## src/common/cbs_pkg.sv

```systemverilog
`default_nettype none

package cbs_pkg;

    ////////////////////////////////////////////////////////////////////////////
    // Widths
    localparam int unsigned CBS_DATA_W     = 18;
    localparam int unsigned CBS_ACC_W      = 48;
    localparam int unsigned CBS_CODE_W     = 7;

    ////////////////////////////////////////////////////////////////////////////
    // Cascade path
    localparam int unsigned CBS_CASC_SHIFT = 17;
    localparam int unsigned CBS_MAX_SHIFT  = 17;

    ////////////////////////////////////////////////////////////////////////////
    // Function select codes of the single-slice variant
    localparam logic [CBS_CODE_W-1:0] CBS_CODE_MUL = 7'h05;
    localparam logic [CBS_CODE_W-1:0] CBS_CODE_MAC = 7'h25;

    ////////////////////////////////////////////////////////////////////////////
    // Reset values
    localparam logic [CBS_DATA_W-1:0] CBS_DATA_RST = 18'h00000;
    localparam logic [CBS_ACC_W-1:0]  CBS_ACC_RST  = 48'h000000000000;
    localparam logic [CBS_CODE_W-1:0] CBS_CODE_RST = CBS_CODE_MUL;

endpackage : cbs_pkg

`default_nettype wire

```

## src/logic/cbs_barrel_shifter.sv

```systemverilog
`timescale 1ns/1ns
`default_nettype none

// Operation
// - Rotate the 18-bit operand left by n; result is low 18 bits of slice two.
// - Bits leaving the top end come back in at the bottom end.
// - Slice one holds leading zeros, operand bits 17..1, then n trailing zeros.
// - With n zero slice one holds only leading zeros and the upper operand bits.
// - Slice one result enters slice two shifted right by seventeen.
// - With n zero the shifted cascade addend is all zero.
// - With n positive only the n top operand bits remain in the addend.
// - Slice two adds the addend to the operand shifted left by n.
// - Two-slice path takes an operand and gives a result every cycle.
// - Single slice alternates multiply 0x05 then multiply-accumulate 0x25 giving output.
module cbs_barrel_shifter (
    // Clock and reset
    input  wire logic                            clk,
    input  wire logic                            rst,
    // Two-slice request
    input  wire logic                            pipe_valid,
    input  wire logic [cbs_pkg::CBS_DATA_W-1:0]  pipe_operand,
    input  wire logic [cbs_pkg::CBS_DATA_W-1:0]  pipe_shift_pow2,
    // Two-slice answer
    output logic                                 pipe_result_valid,
    output logic      [cbs_pkg::CBS_DATA_W-1:0]  pipe_result,
    output logic                                 pipe_shift_error,
    output logic      [cbs_pkg::CBS_ACC_W-1:0]   cascade_sum_output,
    // Single-slice request
    input  wire logic                            single_valid,
    input  wire logic [cbs_pkg::CBS_DATA_W-1:0]  single_operand,
    input  wire logic [cbs_pkg::CBS_DATA_W-1:0]  single_shift_pow2,
    output logic                                 single_ready,
    // Single-slice answer
    output logic                                 single_result_valid,
    output logic      [cbs_pkg::CBS_DATA_W-1:0]  single_result,
    output logic                                 single_shift_error,
    output logic      [cbs_pkg::CBS_CODE_W-1:0]  function_select_code
);

    import cbs_pkg::*;

    ////////////////////////////////////////////////////////////////////////////
    // Shared arithmetic

    // Full-width product of the two multiplier inputs
    function automatic logic [CBS_ACC_W-1:0] slice_product(
        input logic [CBS_DATA_W-1:0] mul_a,
        input logic [CBS_DATA_W-1:0] mul_b
    );
        slice_product = CBS_ACC_W'(mul_a) * CBS_ACC_W'(mul_b);
    endfunction

    // Partial sum moved down by the fixed cascade shift
    function automatic logic [CBS_ACC_W-1:0] cascade_addend(
        input logic [CBS_ACC_W-1:0] addend_src
    );
        // Source is never negative, so the arithmetic shift brings in zeros
        cascade_addend = $unsigned($signed(addend_src) >>> CBS_CASC_SHIFT);
    endfunction

    // One slice step: multiply, or multiply plus the seventeen-bit-shifted sum
    function automatic logic [CBS_ACC_W-1:0] slice_op(
        input logic [CBS_CODE_W-1:0] code,
        input logic [CBS_DATA_W-1:0] mul_a,
        input logic [CBS_DATA_W-1:0] mul_b,
        input logic [CBS_ACC_W-1:0]  addend_src
    );
        if (code == CBS_CODE_MAC) begin
            slice_op = slice_product(mul_a, mul_b) + cascade_addend(addend_src);
        end else begin
            slice_op = slice_product(mul_a, mul_b);
        end
    endfunction

    // Top seventeen operand bits, zero extended, as slice one's multiplicand
    function automatic logic [CBS_DATA_W-1:0] upper_bits(
        input logic [CBS_DATA_W-1:0] operand
    );
        upper_bits = {1'b0, operand[CBS_DATA_W-1:1]};
    endfunction

    // The rotated word sits in the low bits of a slice sum
    function automatic logic [CBS_DATA_W-1:0] low_word(
        input logic [CBS_ACC_W-1:0] sum
    );
        low_word = sum[CBS_DATA_W-1:0];
    endfunction

    // A legal shift value has exactly one bit set, which bounds n to 0..17
    // An illegal one is still computed; only the error flag marks the word
    function automatic logic shift_is_illegal(
        input logic [CBS_DATA_W-1:0] pow2
    );
        logic [CBS_DATA_W-1:0] less_one;
        less_one = CBS_DATA_W'(pow2 - 18'h00001);
        shift_is_illegal = (pow2 == CBS_DATA_RST) ||
                           ((pow2 & less_one) != CBS_DATA_RST);
    endfunction

    ////////////////////////////////////////////////////////////////////////////
    // Two-slice pipeline

    logic                  s0_valid;
    logic [CBS_DATA_W-1:0] s0_operand;
    logic [CBS_DATA_W-1:0] s0_pow2;
    logic                  s0_err;
    logic                  s1_valid;
    logic [CBS_DATA_W-1:0] s1_operand;
    logic [CBS_DATA_W-1:0] s1_pow2;
    logic                  s1_err;

    logic                  next_s0_valid;
    logic [CBS_DATA_W-1:0] next_s0_operand;
    logic [CBS_DATA_W-1:0] next_s0_pow2;
    logic                  next_s0_err;
    logic                  next_s1_valid;
    logic [CBS_DATA_W-1:0] next_s1_operand;
    logic [CBS_DATA_W-1:0] next_s1_pow2;
    logic                  next_s1_err;
    logic [CBS_ACC_W-1:0]  next_cascade;
    logic [CBS_ACC_W-1:0]  slice2_sum;
    logic                  next_pipe_result_valid;
    logic [CBS_DATA_W-1:0] next_pipe_result;
    logic                  next_pipe_shift_error;

    // Operand and shift are delayed beside slice one so both reach slice two together
    always_comb begin
        next_s0_valid   = pipe_valid;
        next_s0_operand = pipe_operand;
        next_s0_pow2    = pipe_shift_pow2;
        next_s0_err     = pipe_valid && shift_is_illegal(pipe_shift_pow2);
    end

    always_ff @(posedge clk) begin
        if (rst) begin
            s0_valid   <= 1'b0;
            s0_operand <= CBS_DATA_RST;
            s0_pow2    <= CBS_DATA_RST;
            s0_err     <= 1'b0;
        end else begin
            s0_valid   <= next_s0_valid;
            s0_operand <= next_s0_operand;
            s0_pow2    <= next_s0_pow2;
            s0_err     <= next_s0_err;
        end
    end

    ////////////////////////////////////////////////////////////////////////////
    // Slice one

    // The delayed operand travels beside the cascade sum
    always_comb begin
        next_s1_valid   = s0_valid;
        next_s1_operand = s0_operand;
        next_s1_pow2    = s0_pow2;
        next_s1_err     = s0_err;
        // Zero-padded shifted copy; with n zero there are no trailing zeros
        next_cascade    = slice_op(CBS_CODE_MUL, upper_bits(s0_operand), s0_pow2,
                                   CBS_ACC_RST);
    end

    always_ff @(posedge clk) begin
        if (rst) begin
            s1_valid           <= 1'b0;
            s1_operand         <= CBS_DATA_RST;
            s1_pow2            <= CBS_DATA_RST;
            s1_err             <= 1'b0;
            cascade_sum_output <= CBS_ACC_RST;
        end else begin
            s1_valid           <= next_s1_valid;
            s1_operand         <= next_s1_operand;
            s1_pow2            <= next_s1_pow2;
            s1_err             <= next_s1_err;
            cascade_sum_output <= next_cascade;
        end
    end

    ////////////////////////////////////////////////////////////////////////////
    // Slice two

    // The wrapped top bits fill the zeros that the left shift leaves
    always_comb begin
        // Addend is zero for n zero, else the n top operand bits
        slice2_sum             = slice_op(CBS_CODE_MAC, s1_operand, s1_pow2,
                                          cascade_sum_output);
        next_pipe_result_valid = s1_valid;
        next_pipe_result       = low_word(slice2_sum);
        next_pipe_shift_error  = s1_err;
    end

    always_ff @(posedge clk) begin
        if (rst) begin
            pipe_result_valid <= 1'b0;
            pipe_result       <= CBS_DATA_RST;
            pipe_shift_error  <= 1'b0;
        end else begin
            pipe_result_valid <= next_pipe_result_valid;
            pipe_result       <= next_pipe_result;
            pipe_shift_error  <= next_pipe_shift_error;
        end
    end

    ////////////////////////////////////////////////////////////////////////////
    // Single-slice variant

    typedef enum logic {
        CBS_PHASE_MUL,
        CBS_PHASE_MAC
    } cbs_phase_type;

    cbs_phase_type         ss_phase;
    logic [CBS_DATA_W-1:0] ss_operand;
    logic [CBS_DATA_W-1:0] ss_pow2;
    logic                  ss_err;
    logic [CBS_ACC_W-1:0]  ss_sum;

    cbs_phase_type         next_ss_phase;
    logic [CBS_DATA_W-1:0] next_ss_operand;
    logic [CBS_DATA_W-1:0] next_ss_pow2;
    logic                  next_ss_err;
    logic [CBS_ACC_W-1:0]  next_ss_sum;
    logic                  next_single_ready;
    logic                  next_single_result_valid;
    logic [CBS_DATA_W-1:0] next_single_result;
    logic                  next_single_shift_error;
    logic [CBS_CODE_W-1:0] next_function_select_code;

    // Operand is held inside, so the caller presents it once; half the throughput
    always_comb begin
        next_ss_phase             = ss_phase;
        next_ss_operand           = ss_operand;
        next_ss_pow2              = ss_pow2;
        next_ss_err               = ss_err;
        next_ss_sum               = ss_sum;
        next_function_select_code = function_select_code;
        case (ss_phase)
            CBS_PHASE_MUL: begin
                if (single_valid) begin
                    next_ss_operand           = single_operand;
                    next_ss_pow2              = single_shift_pow2;
                    next_ss_err               = shift_is_illegal(single_shift_pow2);
                    next_ss_sum               = slice_op(CBS_CODE_MUL,
                                                         upper_bits(single_operand),
                                                         single_shift_pow2,
                                                         CBS_ACC_RST);
                    next_function_select_code = CBS_CODE_MUL;
                    next_ss_phase             = CBS_PHASE_MAC;
                end
            end
            CBS_PHASE_MAC: begin
                next_ss_sum               = slice_op(CBS_CODE_MAC, ss_operand, ss_pow2,
                                                     ss_sum);
                next_function_select_code = CBS_CODE_MAC;
                next_ss_phase             = CBS_PHASE_MUL;
            end
            default: begin
                next_ss_phase = CBS_PHASE_MUL;
            end
        endcase
        next_single_ready = (next_ss_phase == CBS_PHASE_MUL);
    end

    always_ff @(posedge clk) begin
        if (rst) begin
            ss_phase             <= CBS_PHASE_MUL;
            ss_operand           <= CBS_DATA_RST;
            ss_pow2              <= CBS_DATA_RST;
            ss_err               <= 1'b0;
            ss_sum               <= CBS_ACC_RST;
            single_ready         <= 1'b1;
            function_select_code <= CBS_CODE_RST;
        end else begin
            ss_phase             <= next_ss_phase;
            ss_operand           <= next_ss_operand;
            ss_pow2              <= next_ss_pow2;
            ss_err               <= next_ss_err;
            ss_sum               <= next_ss_sum;
            single_ready         <= next_single_ready;
            function_select_code <= next_function_select_code;
        end
    end

    ////////////////////////////////////////////////////////////////////////////
    // Single-slice answer

    // Result and error hold between answers, so a slow reader can still take them
    always_comb begin
        next_single_result_valid = 1'b0;
        next_single_result       = single_result;
        next_single_shift_error  = single_shift_error;
        if (ss_phase == CBS_PHASE_MAC) begin
            next_single_result_valid = 1'b1;
            next_single_result       = low_word(next_ss_sum);
            next_single_shift_error  = ss_err;
        end
    end

    always_ff @(posedge clk) begin
        if (rst) begin
            single_result_valid <= 1'b0;
            single_result       <= CBS_DATA_RST;
            single_shift_error  <= 1'b0;
        end else begin
            single_result_valid <= next_single_result_valid;
            single_result       <= next_single_result;
            single_shift_error  <= next_single_shift_error;
        end
    end

endmodule // cbs_barrel_shifter

`default_nettype wire

```

## config.mk

```make
export PLATFORM = sky130hd
export DESIGN_NAME = cbs_barrel_shifter
export DESIGN_NICKNAME = d
export VERILOG_FILES = /design/src/common/cbs_pkg.sv /design/src/logic/cbs_barrel_shifter.sv
export SDC_FILE = /design/constraint.sdc
export NUM_CORES = 2
export LEC_CHECK = 0
export ABC_AREA = 1
export BUFFER_PORTS_ARGS = -buffer_cell sky130_fd_sc_hd__buf_4
export CORE_AREA = 4 4 285 287
export DETAILED_ROUTE_END_ITERATION = 10
export DIE_AREA = 0 0 289 291
export PLACE_DENSITY_LB_ADDON = 0.2
export SYNTH_ARGS = -nofsm -noshare
export SYNTH_HDL_FRONTEND = slang
export SYNTH_SLANG_ARGS = --single-unit
```

## constraint.sdc

```tcl
create_clock -name clk -period 15.15 [get_ports clk]
set_input_delay 2.2725 -clock clk [delete_from_list [all_inputs] [get_ports clk]]
set_output_delay 2.2725 -clock clk [all_outputs]
set_load 0.01 [all_outputs]
```

==> results.json <==
{
  "outcome": "finished clean",
  "fillers": 7321,
  "final_common_cell": "inv_1",
  "layout_min_cycle_time_ns": 7.88,
  "synthCells": 6385,
  "rows": 103,
  "fp.dieH_um": 291,
  "multi_input_area_um2": 34900,
  "syn_area_um2": 47000,
  "hold_path_class": "reg2reg",
  "fmax_ghz": 0.127,
  "setup_violations": 0,
  "antennaDiodeCount": 0,
  "crit_type": "reg2reg",
  "cts_root_buf": "clkbuf_16",
  "post_cts_resized": 0,
  "gp_congestion": 0.956,
  "p_leak_nw": 28.6,
  "postCtsSetupBuffers": 0,
  "finalHoldViolCount": 0,
  "h-tree-depth": 1,
  "seq_area_um2": 4240,
  "synth_ff_type": "dfxtp_1",
  "yosysSeqAreaShare_pct": 9.03,
  "dp_hpwl_mm": 111,
  "wl_met3_mm": 11.4,
  "highest_layer": "met5",
  "worstHoldStart": "next_pipe_result_valid",
  "setup_slack_ns": 7.27,
  "start_kind": "flip-flop",
  "grt_pass1_wl_mm": 222,
  "fin_area_um2": 49400,
  "fin_crit_sh_pct": 52.0,
  "hold_path_depth": 2,
  "ys_ff_latch": 212,
  "pre_cts_slack_ns": 7.14,
  "synth_edf_count": 0,
  "die-area_um2": 84100,
  "io_pins": 172,
  "min_to": "pipe_result_valid",
  "drt_first_pass_iters": 8,
  "fin_nets": 7673,
  "cp_max_fo": 19,
  "worstRegToRegCells": 28,
  "numClockSinks": 212,
  "rsz0062_at_grt": "false",
  "cp_slowest_cell": "dfxtp_1",
  "fin_tns_setup_ns": 0,
  "drive_gt1_share_pct": 4.50,
  "slew_violations": 0,
  "cts_buffer_depth": 3,
  "antenna_left": 0,
  "holdWs_ns": 0.389,
  "avgSynthCellArea_um2": 7.36,
  "area_growth_syn_to_layout_pct": 5.06,
  "ys_types": 58,
  "cts_buffers": 28,
  "grt_max_degree": 59,
  "fin_cells": 7380,
  "fin_skew_ns": 0.0248,
  "r2r_end": "ss_sum[35]",
  "crit_path_end_kind": "flip-flop",
  "io_buffers": 152,
  "relSlewSlack_pct": 26.7,
  "post_dp_cell_area_um2": 48500,
  "critPathRequiredTime_ns": 15.61,
  "cts.clk_slew.worst_paths_ns": 0.07,
  "p_per_area_nw_per_um2": 122,
  "r2r-start": "ss_operand[9]",
  "wire_per_inst_um": 18.5,
  "cts_tree": "built",
  "clk_latency_ns": 0.61,
  "grt_usage_pct": 33.4,
  "cpMostUsedCell": "nand2_1",
  "grt-ovfl-total": 0,
  "cpPeakStageDelay_ns": 0.90,
  "cp.arrival_ns": 8.35,
  "wirelength_mm": 137,
  "async_reset_ff_share_pct": 0,
  "core_um2": 78600,
  "die_x_um": 289,
  "cap_violations": 0,
  "wl_met1_mm": 54.6,
  "final_cell_mix": "inv_1 (1,770), nand2_1 (1,685), fa_1 (858)",
  "yosysWarnings": 0,
  "dr_total_vias": 39500,
  "dp.cells": 7331,
  "antenna_found_initial": 1,
  "vdd_drop_max_v": 0.000202,
  "start_util_pct": 59.8,
  "drtIter0Drc": 2875,
  "r2r_setup_slack_ns": 7.27,
  "holdBufCountCts": 0,
  "viasPerCell": 5.35,
  "max_slew.worst_pin.slew_ns": 1.10,
  "met2_length_mm": 65.5,
  "drc": 0,
  "grt_pass1_vias": 41100
}
==> per-layer routing <==
layer / global-route usage (%) / vias to the layer above
li1: - / 18200
met1: 43.9 / 19300
met2: 56.4 / 1687
met3: 5.43 / 292
met4: 11.4 / 2
met5: 0 / -
==> synthesized netlist by cell type, types with 12 or more instances <==
| master | instances | area [µm²] |
|---|---|---|
| a21o_1 | 22 | 165 |
| o21ai_1 | 15 | 75.1 |
| nand4_1 | 24 | 150 |
| a21oi_1 | 198 | 991 |
| o21bai_1 | 18 | 135 |
| buf_4 | 21 | 158 |
| o21a_1 | 20 | 150 |
| dfxtp_1 | 212 | 4240 |
| nor3_1 | 35 | 175 |
| ha_1 | 428 | 5360 |
| a22o_1 | 20 | 175 |
| nor2_1 | 311 | 1170 |
| nand2_2 | 12 | 75.1 |
| xor2_1 | 33 | 289 |
| xnor2_1 | 15 | 131 |
| buf_2 | 28 | 140 |
| inv_1 | 1770 | 6640 |
| buf_1 | 34 | 128 |
| clkbuf_1 | 210 | 788 |
| o21ai_0 | 146 | 731 |
| nand2_1 | 1685 | 6320 |
| nand3_1 | 163 | 816 |
| fa_1 | 858 | 17200 |
==> state kept, by name, summed over array words and instances (netlist names), 18 cells and up <==
| signal | count |
|---|---|
| s1_operand | 18 |
| ss_pow2 | 18 |
| ss_operand | 18 |
| single_result | 18 |
| cascade_sum_output | 35 |
| ss_sum | 21 |
| pipe_result | 18 |
| next_s1_pow2 | 18 |
| s1_pow2 | 18 |
| next_s1_operand | 18 |
==> area by class of cell <==
cell class	instances	area share, %
inverters	1777	13.5
clock buffers	36	1.62
repair buffers	179	2.72
flip-flops and latches	212	8.59
clock inverters	13	0.238
multi-input cells	4113	70.7
well taps	1050	2.66
==> worst max-delay path by stage <==
| stage | depth (start not counted) | to | slack (ns) | start |
|---|---|---|---|---|
| 2_1_floorplan | 26 | ss_sum[21] | 7.64 | single_operand[3] |
| 3_3_place_gp | 25 | ss_sum[34] | 7.11 | single_shift_pow2[13] |
| 3_5_place_dp | 23 | ss_sum[32] | 7.14 | single_operand[6] |
| 4_1_cts | 28 | ss_sum[35] | 7.36 | ss_operand[9] |
| 5_1_grt | 28 | ss_sum[35] | 6.78 | ss_operand[9] |
| 6_report | 28 | ss_sum[35] | 7.27 | ss_operand[9] |
==> critical path, delay by kind of cell (launching register included) <==
| family | cells | cell delay, ns |
|---|---|---|
| AOI/OAI and AO/OA | 3 | 0.51 |
| xor gates and xnor gates | 1 | 0.42 |
| and+or+nand+nor | 13 | 2.15 |
| buffers and inverters | 3 | 0.14 |
| adders and majority gates | 8 | 3.58 |
| DFF | 1 | 0.90 |
==> kinds of logic (layout without fill, tap and decap cells) <==
logic type      after synthesis  count (layout)  share of synthesized area, %
flops                       212             212                          9.03
xor+xnor                     48              48                         0.894
buf+inv                    2077            2005                          16.9
compound gates              491             491                          6.06
fa+ha+maj                  1286            1286                          47.9
simple gates               2269            2269                          19.2
other cells                   2              19                        0.0160
==> stage by stage <==
step | power [W] | util [%]
floorplan | 0.00375 | -
global placement | 0.00531 | 61.6
detailed placement | 0.00529 | 61.6
CTS | 0.00601 | 62.8
global route | 0.00665 | 62.8
finish | 0.00604 | 62.8
==> report_power, final <==
part | switching (W) | internal, W | leakage, nW | total (W)
Clock | 0.000297 | 0.000375 | 0.450 | 0.000673
Sequential | 0.000125 | 0.000633 | 1.75 | 0.000758
Combinational | 0.00304 | 0.00156 | 26.4 | 0.00461
Total | 0.00346 | 0.00257 | 28.6 | 0.00604
No activity file was read; power rests on OpenSTA's default activity.
